<file path="src/common/rts_consts.svh">
// Constants for the dual six-throw route decoder: offsets, fields, timing.
// Assumes inclusion by bare name from every file that needs them.
`ifndef RTS_CONSTS_SVH
`define RTS_CONSTS_SVH

// ----------------------------------------------------------------------
// Register addresses (five-bit serial bus address)
// ----------------------------------------------------------------------
`define RTS_ADDR_ROUTE_B   5'h00
`define RTS_ADDR_ROUTE_A   5'h01
`define RTS_ADDR_PM_TRIG   5'h1c
`define RTS_ADDR_PRODUCT   5'h1d
`define RTS_ADDR_MANUF     5'h1e
`define RTS_ADDR_MAN_BUS_SLAVE_IDENTIFIER  5'h1f

// ----------------------------------------------------------------------
// Reset values and fields
// ----------------------------------------------------------------------
`define RTS_ROUTE_RESET    8'h00
`define RTS_BUS_SLAVE_IDENTIFIER_RESET     4'hb
`define RTS_MASK_RESET     3'h0
`define RTS_ROUTE_MAX      8'h15
`define RTS_PM_LOWPWR      7
`define RTS_PM_STARTUP     6
`define RTS_PM_MASK_LSB    3
`define RTS_PM_TRIG_LSB    0

// ----------------------------------------------------------------------
// Frame shape
// ----------------------------------------------------------------------
`define RTS_CMD_WRITE      2'b10
`define RTS_CMD_READ       2'b11
`define RTS_CMD_LAST       4'hc
`define RTS_DATA_LAST      4'h8
`define RTS_RD_LAST        4'h9

// ----------------------------------------------------------------------
// Timing
// ----------------------------------------------------------------------
`define RTS_MCLK_MHZ       100
`define RTS_T_SW_NS        1000
`define RTS_T_ON_NS        5000
`define RTS_SW_CYC         ((`RTS_T_SW_NS * `RTS_MCLK_MHZ) / 1000)
`define RTS_ON_CYC         ((`RTS_T_ON_NS * `RTS_MCLK_MHZ) / 1000)
`define RTS_CNT_W          10

`endif

</file>
<file path="src/common/rts_pkg.sv">
// Types shared by the route decoder and its serial bus slave.
// Assumes nothing beyond a SystemVerilog compiler.
package rts_pkg;

  // Throw controls, bit 0 is throw 1
  typedef struct packed {
    logic [5:0] a_throw;
    logic [5:0] b_throw;
  } rts_route_t;

  // One register write from the serial bus
  typedef struct packed {
    logic       valid;
    logic [4:0] addr;
    logic [7:0] data;
  } rts_wr_t;

  // Settled pin level with its edges
  typedef struct packed {
    logic level;
    logic rise;
    logic fall;
  } rts_line_t;

  typedef enum logic [5:0] {
    RTS_IDLE  = 6'b000001,
    RTS_CMD   = 6'b000010,
    RTS_WDATA = 6'b000100,
    RTS_RPARK = 6'b001000,
    RTS_RDATA = 6'b010000,
    RTS_REND  = 6'b100000
  } rts_bus_state_t;

endpackage : rts_pkg

</file>
<file path="src/rtl/rts_rffe_slave.sv">
// Serial front-end bus slave: frames, parity, slave match, read drive.
// Assumes settled sclk/sdata levels and edges from the owner's syncs.
`timescale 1ns/1ps
`default_nettype none
`include "rts_consts.svh"

module rts_rffe_slave
  import rts_pkg::*;
(
  input  wire logic       mclk,
  input  wire logic       srst,
  input  wire rts_line_t  sclk,
  input  wire rts_line_t  sdata,
  input  wire logic [3:0] bus_slave_identifier,
  input  wire logic [7:0] rd_data,
  output logic      [4:0] rd_addr,
  output var rts_wr_t     wr,
  output logic            sdata_out,
  output logic            sdata_oe
);

  rts_bus_state_t state,  next_state;
  logic [3:0]     cnt,    next_cnt;
  logic [12:0]    sh,     next_sh;
  logic           armed,  next_armed;
  logic [4:0]     next_rd_addr;
  rts_wr_t        next_wr;
  logic           next_sdata_out;
  logic           next_sdata_oe;
  logic [12:0]    frame;
  logic           ssc;

  assign frame = {sh[11:0], sdata.level};
  // Start: data pulse while clock stays low
  assign ssc   = sdata.fall && !sclk.level && armed;

  // ----------------------------------------------------------------------
  // Frame sequencing
  // ----------------------------------------------------------------------
  always_comb begin
    next_state     = state;
    next_cnt       = cnt;
    next_sh        = sh;
    next_rd_addr   = rd_addr;
    next_wr        = '0;
    next_sdata_out = sdata_out;
    next_sdata_oe  = sdata_oe;
    next_armed     = armed;
    if (sclk.rise) begin
      next_armed = 1'b0;
    end else if (sdata.rise && !sclk.level) begin
      next_armed = 1'b1;
    end
    if (ssc) begin
      next_armed     = 1'b0;
      next_state     = RTS_CMD;
      next_cnt       = 4'h0;
      next_sdata_oe  = 1'b0;
      next_sdata_out = 1'b0;
    end else begin
      unique case (state)
        RTS_IDLE: begin
        end
        RTS_CMD: begin
          if (sclk.fall) begin
            next_sh  = frame;
            next_cnt = cnt + 4'h1;
            if (cnt == `RTS_CMD_LAST) begin
              next_state   = RTS_IDLE;
              next_rd_addr = frame[5:1];
              if (^frame && frame[12:9] == bus_slave_identifier) begin
                if (frame[8]) begin
                  next_wr = {1'b1, `RTS_ADDR_ROUTE_B, 1'b0, frame[7:1]};
                end else if (frame[7:6] == `RTS_CMD_WRITE) begin
                  next_state = RTS_WDATA;
                end else if (frame[7:6] == `RTS_CMD_READ) begin
                  next_state = RTS_RPARK;
                end
              end
              next_cnt = 4'h0;
            end
          end
        end
        RTS_WDATA: begin
          if (sclk.fall) begin
            next_sh  = frame;
            next_cnt = cnt + 4'h1;
            if (cnt == `RTS_DATA_LAST) begin
              next_state = RTS_IDLE;
              if (^frame[8:0]) begin
                next_wr = {1'b1, rd_addr, frame[8:1]};
              end
            end
          end
        end
        RTS_RPARK: begin
          if (sclk.fall) begin
            next_state = RTS_RDATA;
            next_cnt   = 4'h0;
            next_sh    = {4'h0, rd_data, ~^rd_data};
          end
        end
        RTS_RDATA: begin
          if (sclk.rise) begin
            next_sdata_oe = 1'b1;
            next_cnt      = cnt + 4'h1;
            if (cnt == `RTS_RD_LAST) begin
              // Park: drive low for half a cycle, then let go
              next_sdata_out = 1'b0;
              next_state     = RTS_REND;
            end else begin
              next_sdata_out = sh[8];
              next_sh        = {sh[11:0], 1'b0};
            end
          end
        end
        RTS_REND: begin
          if (sclk.fall) begin
            next_sdata_oe = 1'b0;
            next_state    = RTS_IDLE;
          end
        end
        default: begin
          next_state = RTS_IDLE;
        end
      endcase
    end
  end

  always_ff @(posedge mclk) begin
    if (srst) begin
      state     <= RTS_IDLE;
      cnt       <= 4'h0;
      sh        <= 13'h0000;
      armed     <= 1'b0;
      rd_addr   <= 5'h00;
      wr        <= '0;
      sdata_out <= 1'b0;
      sdata_oe  <= 1'b0;
    end else begin
      state     <= next_state;
      cnt       <= next_cnt;
      sh        <= next_sh;
      armed     <= next_armed;
      rd_addr   <= next_rd_addr;
      wr        <= next_wr;
      sdata_out <= next_sdata_out;
      sdata_oe  <= next_sdata_oe;
    end
  end

endmodule : rts_rffe_slave
`default_nettype wire

</file>
<file path="src/rtl/rts_route_top.sv">
// Dual six-throw route decoder with its serial register port.
// Assumes sclk and sdata arrive as raw pins; sdata is a two-way pin.
//
// What this block does
// - The first route register steers only port B, the second only A.
// - An all-zero route register isolates every throw of its port.
// - Port B values 1 to 6 close exactly B throw 1 to B throw 6.
// - Port A values 1 to 6 close exactly A throw 1 to A throw 6.
// - Port B values 7 to 21 close the pairs 6+5 down to 2+1 in order.
// - Port A values 7 to 21 close the same ordered pairs as port B.
// - Code 0x15 is the last defined one and closes throws 2 and 1.
// - A new path is in place within 2 us of the register taking effect.
// - After power-up the throws become active within 10 us.
// - Route B sits at 0x00, route A at 0x01, both read/write, reset 0.
// - Unmasked triggers route writes to a shadow, loaded on trigger.
// - Writes, reads and zero-writes arrive as framed serial commands.
`timescale 1ns/1ps
`default_nettype none
`include "rts_consts.svh"

module rts_route_top
  import rts_pkg::*;
#(
  parameter logic [7:0] PRODUCT_ID = 8'h00,   // Arbitrary value
  parameter logic [9:0] MANUF_ID   = 10'h155  // Arbitrary value
)(
  input  wire logic      mclk,
  input  wire logic      srst,
  input  wire logic      sclk,
  input  wire logic      sdata_in,
  output logic           sdata_out,
  output logic           sdata_oe,
  output var rts_route_t throw_ctl,
  output logic           rf_ready
);

  // ----------------------------------------------------------------------
  // Helpers
  // ----------------------------------------------------------------------
  // Route code to throw mask, bit 0 is throw 1
  function automatic logic [5:0] rts_decode(input logic [7:0] code);
    logic [5:0] m;
    m = 6'h00;
    unique case (code)
      8'h01: m = 6'h01;
      8'h02: m = 6'h02;
      8'h03: m = 6'h04;
      8'h04: m = 6'h08;
      8'h05: m = 6'h10;
      8'h06: m = 6'h20;
      8'h07: m = 6'h30;
      8'h08: m = 6'h28;
      8'h09: m = 6'h24;
      8'h0a: m = 6'h22;
      8'h0b: m = 6'h21;
      8'h0c: m = 6'h18;
      8'h0d: m = 6'h14;
      8'h0e: m = 6'h12;
      8'h0f: m = 6'h11;
      8'h10: m = 6'h0c;
      8'h11: m = 6'h0a;
      8'h12: m = 6'h09;
      8'h13: m = 6'h06;
      8'h14: m = 6'h05;
      8'h15: m = 6'h03;
      default: m = 6'h00;
    endcase
    return m;
  endfunction : rts_decode

  // Settled level update: second and third stage must agree
  function automatic rts_line_t rts_settle(input logic [2:0] s,
                                           input logic       lvl);
    rts_line_t r;
    r.level = (s[1] == s[2]) ? s[2] : lvl;
    r.rise  = r.level && !lvl;
    r.fall  = !r.level && lvl;
    return r;
  endfunction : rts_settle

  // ----------------------------------------------------------------------
  // Pin synchronisers
  // ----------------------------------------------------------------------
  logic [2:0] sclk_s,  next_sclk_s;
  logic [2:0] sdata_s, next_sdata_s;
  rts_line_t  sclk_l,  next_sclk_l;
  rts_line_t  sdata_l, next_sdata_l;

  always_comb begin
    next_sclk_s  = {sclk_s[1:0], sclk};
    next_sdata_s = {sdata_s[1:0], sdata_in};
    next_sclk_l  = rts_settle(sclk_s, sclk_l.level);
    next_sdata_l = rts_settle(sdata_s, sdata_l.level);
  end

  always_ff @(posedge mclk) begin
    if (srst) begin
      sclk_s  <= 3'h0;
      sdata_s <= 3'h0;
      sclk_l  <= '0;
      sdata_l <= '0;
    end else begin
      sclk_s  <= next_sclk_s;
      sdata_s <= next_sdata_s;
      sclk_l  <= next_sclk_l;
      sdata_l <= next_sdata_l;
    end
  end

  // ----------------------------------------------------------------------
  // Serial slave
  // ----------------------------------------------------------------------
  rts_wr_t    wr;
  logic [4:0] rd_addr;
  logic [7:0] rd_data;
  logic [3:0] bus_slave_identifier;

  rts_rffe_slave u_slave (
    .mclk      (mclk),
    .srst      (srst),
    .sclk      (sclk_l),
    .sdata     (sdata_l),
    .bus_slave_identifier      (bus_slave_identifier),
    .rd_data   (rd_data),
    .rd_addr   (rd_addr),
    .wr        (wr),
    .sdata_out (sdata_out),
    .sdata_oe  (sdata_oe)
  );

  // ----------------------------------------------------------------------
  // Register file
  // ----------------------------------------------------------------------
  logic [7:0] route_b,  next_route_b;
  logic [7:0] route_a,  next_route_a;
  logic [7:0] shadow_b, next_shadow_b;
  logic [7:0] shadow_a, next_shadow_a;
  logic [2:0] masks,    next_masks;
  logic       lowpwr,   next_lowpwr;
  logic [3:0] next_bus_slave_identifier;
  logic       direct;
  logic       fire;

  // Writes bypass the shadow only when every trigger is masked
  assign direct = &masks;
  assign fire   = wr.valid && wr.addr == `RTS_ADDR_PM_TRIG
                  && |(wr.data[`RTS_PM_TRIG_LSB +: 3]
                       & ~wr.data[`RTS_PM_MASK_LSB +: 3]);

  always_comb begin
    next_route_b  = route_b;
    next_route_a  = route_a;
    next_shadow_b = shadow_b;
    next_shadow_a = shadow_a;
    next_masks    = masks;
    next_lowpwr   = lowpwr;
    next_bus_slave_identifier     = bus_slave_identifier;
    if (wr.valid) begin
      unique case (wr.addr)
        `RTS_ADDR_ROUTE_B: begin
          next_shadow_b = wr.data;
          if (direct) begin
            next_route_b = wr.data;
          end
        end
        `RTS_ADDR_ROUTE_A: begin
          next_shadow_a = wr.data;
          if (direct) begin
            next_route_a = wr.data;
          end
        end
        `RTS_ADDR_PM_TRIG: begin
          next_masks  = wr.data[`RTS_PM_MASK_LSB +: 3];
          next_lowpwr = wr.data[`RTS_PM_LOWPWR];
          if (fire) begin
            next_route_b = shadow_b;
            next_route_a = shadow_a;
          end
          if (wr.data[`RTS_PM_STARTUP]) begin
            next_route_b  = `RTS_ROUTE_RESET;
            next_route_a  = `RTS_ROUTE_RESET;
            next_shadow_b = `RTS_ROUTE_RESET;
            next_shadow_a = `RTS_ROUTE_RESET;
            next_masks    = `RTS_MASK_RESET;
            next_lowpwr   = 1'b0;
          end
        end
        `RTS_ADDR_MAN_BUS_SLAVE_IDENTIFIER: begin
          next_bus_slave_identifier = wr.data[3:0];
        end
        default: begin
        end
      endcase
    end
  end

  always_ff @(posedge mclk) begin
    if (srst) begin
      route_b  <= `RTS_ROUTE_RESET;
      route_a  <= `RTS_ROUTE_RESET;
      shadow_b <= `RTS_ROUTE_RESET;
      shadow_a <= `RTS_ROUTE_RESET;
      masks    <= `RTS_MASK_RESET;
      lowpwr   <= 1'b0;
      bus_slave_identifier     <= `RTS_BUS_SLAVE_IDENTIFIER_RESET;
    end else begin
      route_b  <= next_route_b;
      route_a  <= next_route_a;
      shadow_b <= next_shadow_b;
      shadow_a <= next_shadow_a;
      masks    <= next_masks;
      lowpwr   <= next_lowpwr;
      bus_slave_identifier     <= next_bus_slave_identifier;
    end
  end

  // Read mux; trigger bits read as zero
  always_comb begin
    unique case (rd_addr)
      `RTS_ADDR_ROUTE_B:  rd_data = route_b;
      `RTS_ADDR_ROUTE_A:  rd_data = route_a;
      `RTS_ADDR_PM_TRIG:  rd_data = {lowpwr, 1'b0, masks, 3'h0};
      `RTS_ADDR_PRODUCT:  rd_data = PRODUCT_ID;
      `RTS_ADDR_MANUF:    rd_data = MANUF_ID[7:0];
      `RTS_ADDR_MAN_BUS_SLAVE_IDENTIFIER: rd_data = {2'h0, MANUF_ID[9:8], bus_slave_identifier};
      default:            rd_data = 8'h00;
    endcase
  end

  // ----------------------------------------------------------------------
  // Power-up and switching timers
  // ----------------------------------------------------------------------
  localparam logic [`RTS_CNT_W-1:0] ON_LAST =
    `RTS_CNT_W'(`RTS_ON_CYC - 1);
  localparam logic [`RTS_CNT_W-1:0] SW_LAST =
    `RTS_CNT_W'(`RTS_SW_CYC - 1);

  logic [`RTS_CNT_W-1:0] on_cnt, next_on_cnt;
  logic [`RTS_CNT_W-1:0] sw_cnt, next_sw_cnt;
  logic                  next_rf_ready;
  rts_route_t            target;
  rts_route_t            next_throw_ctl;

  always_comb begin
    target.b_throw = rts_decode(route_b);
    target.a_throw = rts_decode(route_a);
    if (!rf_ready || lowpwr) begin
      target = '0;
    end
    next_on_cnt    = on_cnt;
    next_rf_ready  = rf_ready;
    next_sw_cnt    = '0;
    next_throw_ctl = throw_ctl;
    if (!rf_ready) begin
      next_on_cnt = on_cnt + `RTS_CNT_W'(1);
      if (on_cnt == ON_LAST) begin
        next_rf_ready = 1'b1;
      end
    end
    if (target != throw_ctl) begin
      next_sw_cnt = sw_cnt + `RTS_CNT_W'(1);
      if (sw_cnt == SW_LAST) begin
        next_throw_ctl = target;
        next_sw_cnt    = '0;
      end
    end
  end

  always_ff @(posedge mclk) begin
    if (srst) begin
      on_cnt    <= '0;
      sw_cnt    <= '0;
      rf_ready  <= 1'b0;
      throw_ctl <= '0;
    end else begin
      on_cnt    <= next_on_cnt;
      sw_cnt    <= next_sw_cnt;
      rf_ready  <= next_rf_ready;
      throw_ctl <= next_throw_ctl;
    end
  end

endmodule : rts_route_top
`default_nettype wire

</file>
<file path="config.mk">
export PLATFORM = sky130hd
export DESIGN_NAME = rts_route_top
export DESIGN_NICKNAME = d
export VERILOG_FILES = /design/src/common/rts_pkg.sv /design/src/rtl/rts_rffe_slave.sv /design/src/rtl/rts_route_top.sv
export VERILOG_INCLUDE_DIRS = /design/src /design/src/common
export SDC_FILE = /design/constraint.sdc
export NUM_CORES = 1
export LEC_CHECK = 0
export BUFFER_PORTS_ARGS = -buffer_cell sky130_fd_sc_hd__buf_4
export CAP_MARGIN = 20
export CORE_MARGIN = 5
export CORE_UTILIZATION = 40
export CTS_CLUSTER_DIAMETER = 200
export DETAILED_ROUTE_END_ITERATION = 6
export PLACE_DENSITY = 0.55
export REMOVE_ABC_BUFFERS = 1
export SETUP_SLACK_MARGIN = 0.3
export SYNTH_ARGS = -nofsm -noshare
export SYNTH_HDL_FRONTEND = slang
export SYNTH_SLANG_ARGS = --single-unit
</file>
<file path="constraint.sdc">
create_clock -name mclk -period 8.3 [get_ports mclk]
set_clock_uncertainty 0.15 [all_clocks]
set_input_delay 0.83 -clock mclk [delete_from_list [all_inputs] [get_ports mclk]]
set_output_delay 0.83 -clock mclk [all_outputs]
set_load 0.02 [all_outputs]
</file>
==> results of run 1 <==
logic make-up (layout without fill, tap and decap cells):
family,count (synthesis),after routing,synth area share (%)
adder cells (fa/ha/maj),20,20,3.68
AND/OR/NAND/NOR,317,317,23.8
multiplexers,26,26,4.01
AO/OA/AOI/OAI,166,166,16.5
XOR/XNOR,46,46,6.73
buffers and inverters,67,90,3.81
flip-flops,141,141,41.5
per-layer routing:
metal | wire length (um) | up-vias
met4 | 356 | 0
met5 | 0 | -
li1 | - | 2808
met2 | 7350 | 134
met3 | 830 | 27
met1 | 7730 | 2618
per-stage QoR:
stage	util [%]	worst slack, ns	total power, mW	instances	area (um^2)
global placement	42.8	4.83	0.712	993	7130
CTS	46.5	4.51	1.50	1025	7740
global route	46.5	4.31	1.54	1026	7750
detailed placement	42.8	4.54	0.713	993	7130
finish	46.5	4.57	1.49	1026	7750
floorplan	-	4.98	0.702	750	6670
final timing paths:
kind / to / cells past startpoint / startpoint
worst min-delay path: sclk_l[0]$_SDFF_PP0_ / 1 / sclk_s[1]$_SDFF_PP0_
worst max-delay path: flop / 11 / u_slave.wr[12]$_SDFF_PP0_
worst max register to register: flop / 11 / u_slave.wr[12]$_SDFF_PP0_
worst min register to register: sclk_l[0]$_SDFF_PP0_ / 1 / sclk_s[1]$_SDFF_PP0_
registers in the layout, summed over array words and instances, names as in the netlist, 5 cells and up, named ones only:
name / cells
throw_ctl: 12
u_slave.sh: 12
u_slave.wr: 14
shadow_b: 8
route_a: 8
on_cnt: 10
route_b: 8
shadow_a: 8
u_slave.state: 6
u_slave.rd_addr: 5
sw_cnt: 10
layout make-up:
cell class,count,area (um^2)
fill,1585,8900
multi-input combinational,575,3730
sequential,141,2820
clock buffer,18,429
tap,220,275
clock inverter,14,183
timing repair buffer,24,180
inverter,34,128
where the power goes:
part	leakage [nW]	internal (mW)	switching [mW]	total, mW
registers	1.14	0.679	0.00176	0.681
logic	1.26	0.00441	0.0121	0.0165
clock network	0.289	0.478	0.311	0.790
cell usage in the layout, fill, tap and decap left out, types with 3 or more instances in the layout:
cell type,instances
mux2i_1,16
a32oi_1,6
nand3b_1,6
and3_1,3
nor3b_1,4
mux2_2,10
nand4_1,5
nand2_1,57
nor2b_1,16
o21ai_0,22
clkinv_4,3
o22ai_1,8
a21oi_1,57
nor4_1,14
clkinvlp_4,3
o21ai_1,3
ha_1,20
buf_4,23
xnor3_1,4
a22oi_1,18
xor2_1,17
or4_1,4
a31oi_1,5
or3_1,6
and2_1,16
xnor2_1,25
a221oi_1,6
nand2b_1,9
inv_6,5
nor3_1,21
a211oi_1,17
nand3_1,36
clkbuf_16,17
nand4b_1,4
o32ai_1,3
dfxtp_1,141
nor2_1,99
bufinv_16,3
inv_1,33
==> impl_metrics.csv, run 1 <==
group,metric,value,unit
run_status,outcome,"finished clean",
power,power_per_cell_area,192,nW/um^2
worst_setup_path,critical_path_buf_inv_count,1,
sta,hold_viol_final,0,
power,p_leak,2.69,nW
sta,slew_headroom,34.7,%
sta,worst_slew_pin_slew,0.979,ns
sta,setup_tns,0,ns
synth,syn_inst,783,
grt,met1_usage,22.6,%
placed_design,place_hpwl,11600,um
synth,ys_seq_elements,141,
worst_setup_path,critical_path_class,"reg2reg",
final_layout,syn2layout_area_growth,13.8,%
grt,grt_pass1_vias,5266,
clock_tree,htreeDepth,4,
synth,post_synth_num_cell_types,66,
run,max-cap-violations,0,
synth,netlist.area_leader.share,41.5,%
clock_tree,holdBufCountCts,0,
synth,syn_area,6800,um^2
floorplanning,die_w,140,um
worst_setup_path,cp_max_fo,28,
worst_setup_path,crit_arrival,3.88,ns
synth,synth_top_area_cell,"dfxtp_1",
grt,groute.layer.met3.usage,4.06,%
grt,grt_max_degree,55,
sta,holdWs,0.285,ns
clock_tree,root_buffer,"clkbuf_16",
route,drt_wl_total,16300,um
placed_design,numPortBuffers,18,
synth,synth-async-reset-ratio,0,%
synth,seq_area_frac_synth,41.5,%
clock_tree,cts_buffer_depth,2,
worst_setup_path,crit_chain,"nand3_1 > nand2b_1 > o22ai_1 > and2_1 > nor2_1 > a211oi_1 > inv_1 > ha_1 > nand2b_1 > o211ai_1 > o22ai_1",
sta,fmax,0.268,GHz
clock_tree,clock_sinks,141,
floorplanning,rows,47,
route,wl_per_cell,15.9,um
grt,grt_most_used_layer,"met2",
synth,synth-main-ff-cell,"dfxtp_1",
worst_setup_path,r2r_slack,4.57,ns
synth,yosys-top-cells-area,"dfxtp_1 41%, nor2_1 5.5%, a21oi_1 4.2%",
grt,antenna_found_initial,0,
route,drt_iter0_markers,486,
route,viasPerCell,5.45,
power,peakVddDrop,0.145,mV
grt,grt_first_pass_wirelength,26700,um
route,num_vias,5587,
floorplanning,pin_count,19,
grt,grt.met2_usage,25.9,%
synth,synth_most_common_cell,"dfxtp_1",
route,dr.pass1.iters,5,
sta,post-route-period-util,44.9,%
hold_path,worst_hold_path_type,"reg2reg",
final_layout,fin_nets,817,
sta,finalSetupViolations,0,
placed_design,gp_congestion,0.835,
synth,ys_warn_count,0,
synth,synth-edff-count,0,
floorplanning,dieArea,19700,um^2
clock_tree,clock_latency,0.42,ns
clock_tree,tritoncts,"built",
clock_tree,cts_made_buffers,17,
worst_setup_path,start_kind,"flop",
sta,drv_slew,0,
final_layout,antenna_cells,0,
worst_setup_path,crit_path_end_kind,"flop",
clock_tree,clk_pin_slew,0.06,ns
sta,fin_crit,3.73,ns
worst_setup_path,critPathSlowestCell,"nand2b_1",
floorplanning,start_util,40.9,%
clock_tree,cts_setup_buffers,0,
worst_setup_path,slowest_delay,0.63,ns
floorplanning,coreArea,16600,um^2
grt,overflow,0,
synth,synth_common_cells,"141 x dfxtp_1, 99 x nor2_1, 57 x a21oi_1, 57 x nand2_1, 36 x nand3_1",
sta,grt_setup_unrepaired,"false",
worst_setup_path,cp.required,8.45,ns
route,drtAntennaViolNets,0,
synth,avgSynthCellArea,8.69,um^2
clock_tree,post_cts_resized,0,
grt,grtUsageTotal,16.7,%
floorplanning,die_y,140,um
route,drc_errors,0,
final_layout,final_layout_size_suffix_gt1_share,10.4,%
worst_setup_path,critPathTopFamily,"simple AND/OR/NAND/NOR gates",
(Power assumes the default switching activity.)
==> run 2, diff against run 1 <==
ABC_AREA = 1   (was not set)
PLACE_DENSITY = 0.57   (was 0.55)
clock period = 3.05 ns   (was 8.3 ns; I/O delays follow)
==> impl_metrics.csv, run 2 <==
group,metric,value,unit
power,power_frac_seq,43.9,%
route,num_vias,6257,
placed_design,place_hpwl,12500,um
sta,hold_viol_final,0,
grt,groute.layer.met3.usage,3.99,%
final_layout,layout.cells.non_filler,1266,
run,max-cap-violations,0,
sta,slew_headroom,70.0,%
grt,grt_most_used_layer,"met2",
clock_tree,clock_latency,0.43,ns
grt,grtUsageTotal,17.1,%
sta,fin_crit,2.54,ns
placed_design,numPortBuffers,18,
power,power.total,4.37,mW
worst_setup_path,cp_max_fo,8,
final_layout,multi_input_area,3640,um^2
power,p_sw,1.09,mW
power,switching_share,24.9,%
power,internal_power,3.28,mW
route,viasPerCell,4.94,
synth,synth_most_common_cell,"nand2_1",
power,p_comb_share,6.9,%
sta,post-route-period-util,83.3,%
final_layout,postLayoutCoreUtil,46.7,%
route,dr.pass1.iters,4,
worst_setup_path,r2r_slack,0.51,ns
clock_tree,cts_made_buffers,17,
floorplanning,dieArea,20500,um^2
clock_tree,htreeDepth,4,
clock_tree,root_buffer,"clkbuf_16",
power,peakVddDrop,0.409,mV
power,p_leak,3.48,nW
hold_path,worst_hold_path_type,"in2reg",
final_layout,syn2layout_area_growth,14.3,%
floorplanning,die_y,143,um
grt,overflow,0,
sta,fmax,0.393,GHz
grt,grt_first_pass_wirelength,28100,um
floorplanning,pin_count,19,
power,pwr-share-clk,49.2,%
worst_setup_path,critical_path_buf_inv_count,2,
final_layout,largest_register_ffs,14,
worst_setup_path,slowest_delay,0.54,ns
sta,drv_slew,0,
placed_design,dp.cells,1232,
grt,grt_pass1_vias,5699,
final_layout,final_layout_size_suffix_gt1_share,11.0,%
route,drt_iter0_markers,380,
synth,ys_seq_elements,141,
worst_setup_path,crit_arrival,2.75,ns
worst_setup_path,crit_chain,"inv_1 > ha_1 > a21o_1 > nand2_1 > nand3_1 > nand2_1 > inv_1 > ha_1 > or4_4 > o21ai_2 > nand2_2 > nor2_1",
floorplanning,rows,48,
final_layout,antenna_cells,0,
clock_tree,clock_sinks,141,
synth,synth_common_cells,"208 x nand2_1, 141 x dfxtp_1, 124 x inv_1",
floorplanning,die_w,143,um
synth,syn_inst,1007,
sta,finalSetupViolations,0,
worst_setup_path,cp.required,3.26,ns
worst_setup_path,crit_path_end_kind,"flop",
grt,antenna_found_initial,0,
clock_tree,clk_pin_slew,0.06,ns
clock_tree,cts_setup_buffers,0,
synth,synth_top_area_cell,"dfxtp_1",
synth,yosys-top-cells-area,"dfxtp_1 40%, nand2_1 11%, nand3_1 6.9%",
final_layout,fin_nets,1052,
floorplanning,start_util,40.8,%
run_status,outcome,"finished clean",
synth,seq_area_frac_synth,39.8,%
synth,netlist.area_leader.share,39.8,%
synth,synth-main-ff-cell,"dfxtp_1",
synth,syn_area,7090,um^2
worst_setup_path,critical_path_class,"reg2reg",
placed_design,gp_congestion,0.821,
grt,met1_usage,24.5,%
worst_setup_path,critPathSlowestCell,"or4_4",
final_layout,reg_top3,"u_slave.wr x14, throw_ctl x12, u_slave.sh x12",
final_layout,regMostFlops,"u_slave.wr",
final_layout,layout_commonest_cell,"nand2_1",
route,wl_per_cell,13.3,um
worst_setup_path,start_kind,"flop",
final_layout,final-seq-area,2820,um^2
worst_setup_path,critPathTopFamily,"simple AND/OR/NAND/NOR gates",
clock_tree,tritoncts,"built",
route,drc_errors,0,
route,drt_wl_total,16800,um
synth,synth-async-reset-ratio,0,%
sta,worst_slew_pin_slew,0.449,ns
final_layout,mostFrequentLayoutCells,"207 x nand2_1, 141 x dfxtp_1, 123 x inv_1",
sta,setup_tns,0,ns
route,drtAntennaViolNets,0,
grt,grt_max_degree,32,
power,power_per_cell_area,539,nW/um^2
synth,avgSynthCellArea,7.04,um^2
grt,grt.met2_usage,25.7,%
final_layout,fill_cells,1743,
synth,synth-edff-count,0,
floorplanning,coreArea,17400,um^2
sta,grt_setup_unrepaired,"false",
clock_tree,cts_buffer_depth,2,
synth,post_synth_num_cell_types,45,
synth,ys_warn_count,0,
## run 2: metrics by stage
| stage | hold slack (ns) | area, um^2 | setup WS, ns |
|---|---|---|---|
| global placement | 0.240 | 7440 | 0.359 |
| floorplan | 0.224 | 6940 | 0.515 |
| global route | 0.0623 | 8100 | 0.338 |
| finish | 0.0626 | 8100 | 0.508 |
| detailed placement | 0.247 | 7440 | 0.292 |
| CTS | 0.0410 | 8080 | 0.346 |
## run 2: final timing paths
kind | depth (start not counted) | start | to
max | 12 | u_slave.sh[5]$_SDFFE_PP0P_ | u_slave.wr[5]$_SDFF_PP0_
min | 2 | srst | shadow_a[3]$_SDFFE_PP0P_
max reg2reg | 12 | u_slave.sh[5]$_SDFFE_PP0P_ | u_slave.wr[5]$_SDFF_PP0_
min reg2reg | 2 | sclk_s[0]$_SDFF_PP0_ | sclk_s[1]$_SDFF_PP0_
## run 2: routing by layer
metal	part of all wire [%]	routed length (um)
met5	0	0
met1	52	8810
met3	3.3	551
met4	1.2	197
met2	43	7260
## run 2: area by class of cell
class                           count  share of cell area [%]
Tap cell                          225                    3.47
Timing Repair Buffer               31                    2.93
Clock buffer                       17                    5.25
Sequential cell                   141                    34.8
Inverter                          135                    6.28
Multi-Input combinational cell    702                    44.9
Clock inverter                     15                    2.32
## run 2: logic make-up (layout without fill, tap and decap cells)
logic type	Yosys count	after routing	synth area share (%)
compound gates	152	152	11.8
buf+inv	164	198	9.30
flops	141	141	39.8
simple gates	511	511	33.2
fa+ha+maj	20	20	3.53
xor+xnor	19	19	2.35
## run 2: repair_timing
item	CTS	global route
hold buffers	2	0
hold endpoints to repair	2	0
gates resized for setup	1	5
setup endpoints to repair	7	9
pin swaps	0	2
gates cloned	0	0
## run 2: power by group through the flow
stage | combinational, mW | clock [mW] | sequential, mW
2_1_floorplan | 0.227 | 0 | 1.95
3_3_place_gp | 0.296 | 0 | 1.96
3_5_place_dp | 0.297 | 0 | 1.96
4_1_cts | 0.302 | 2.21 | 1.92
5_1_grt | 0.357 | 2.29 | 1.92
6_report | 0.300 | 2.15 | 1.92
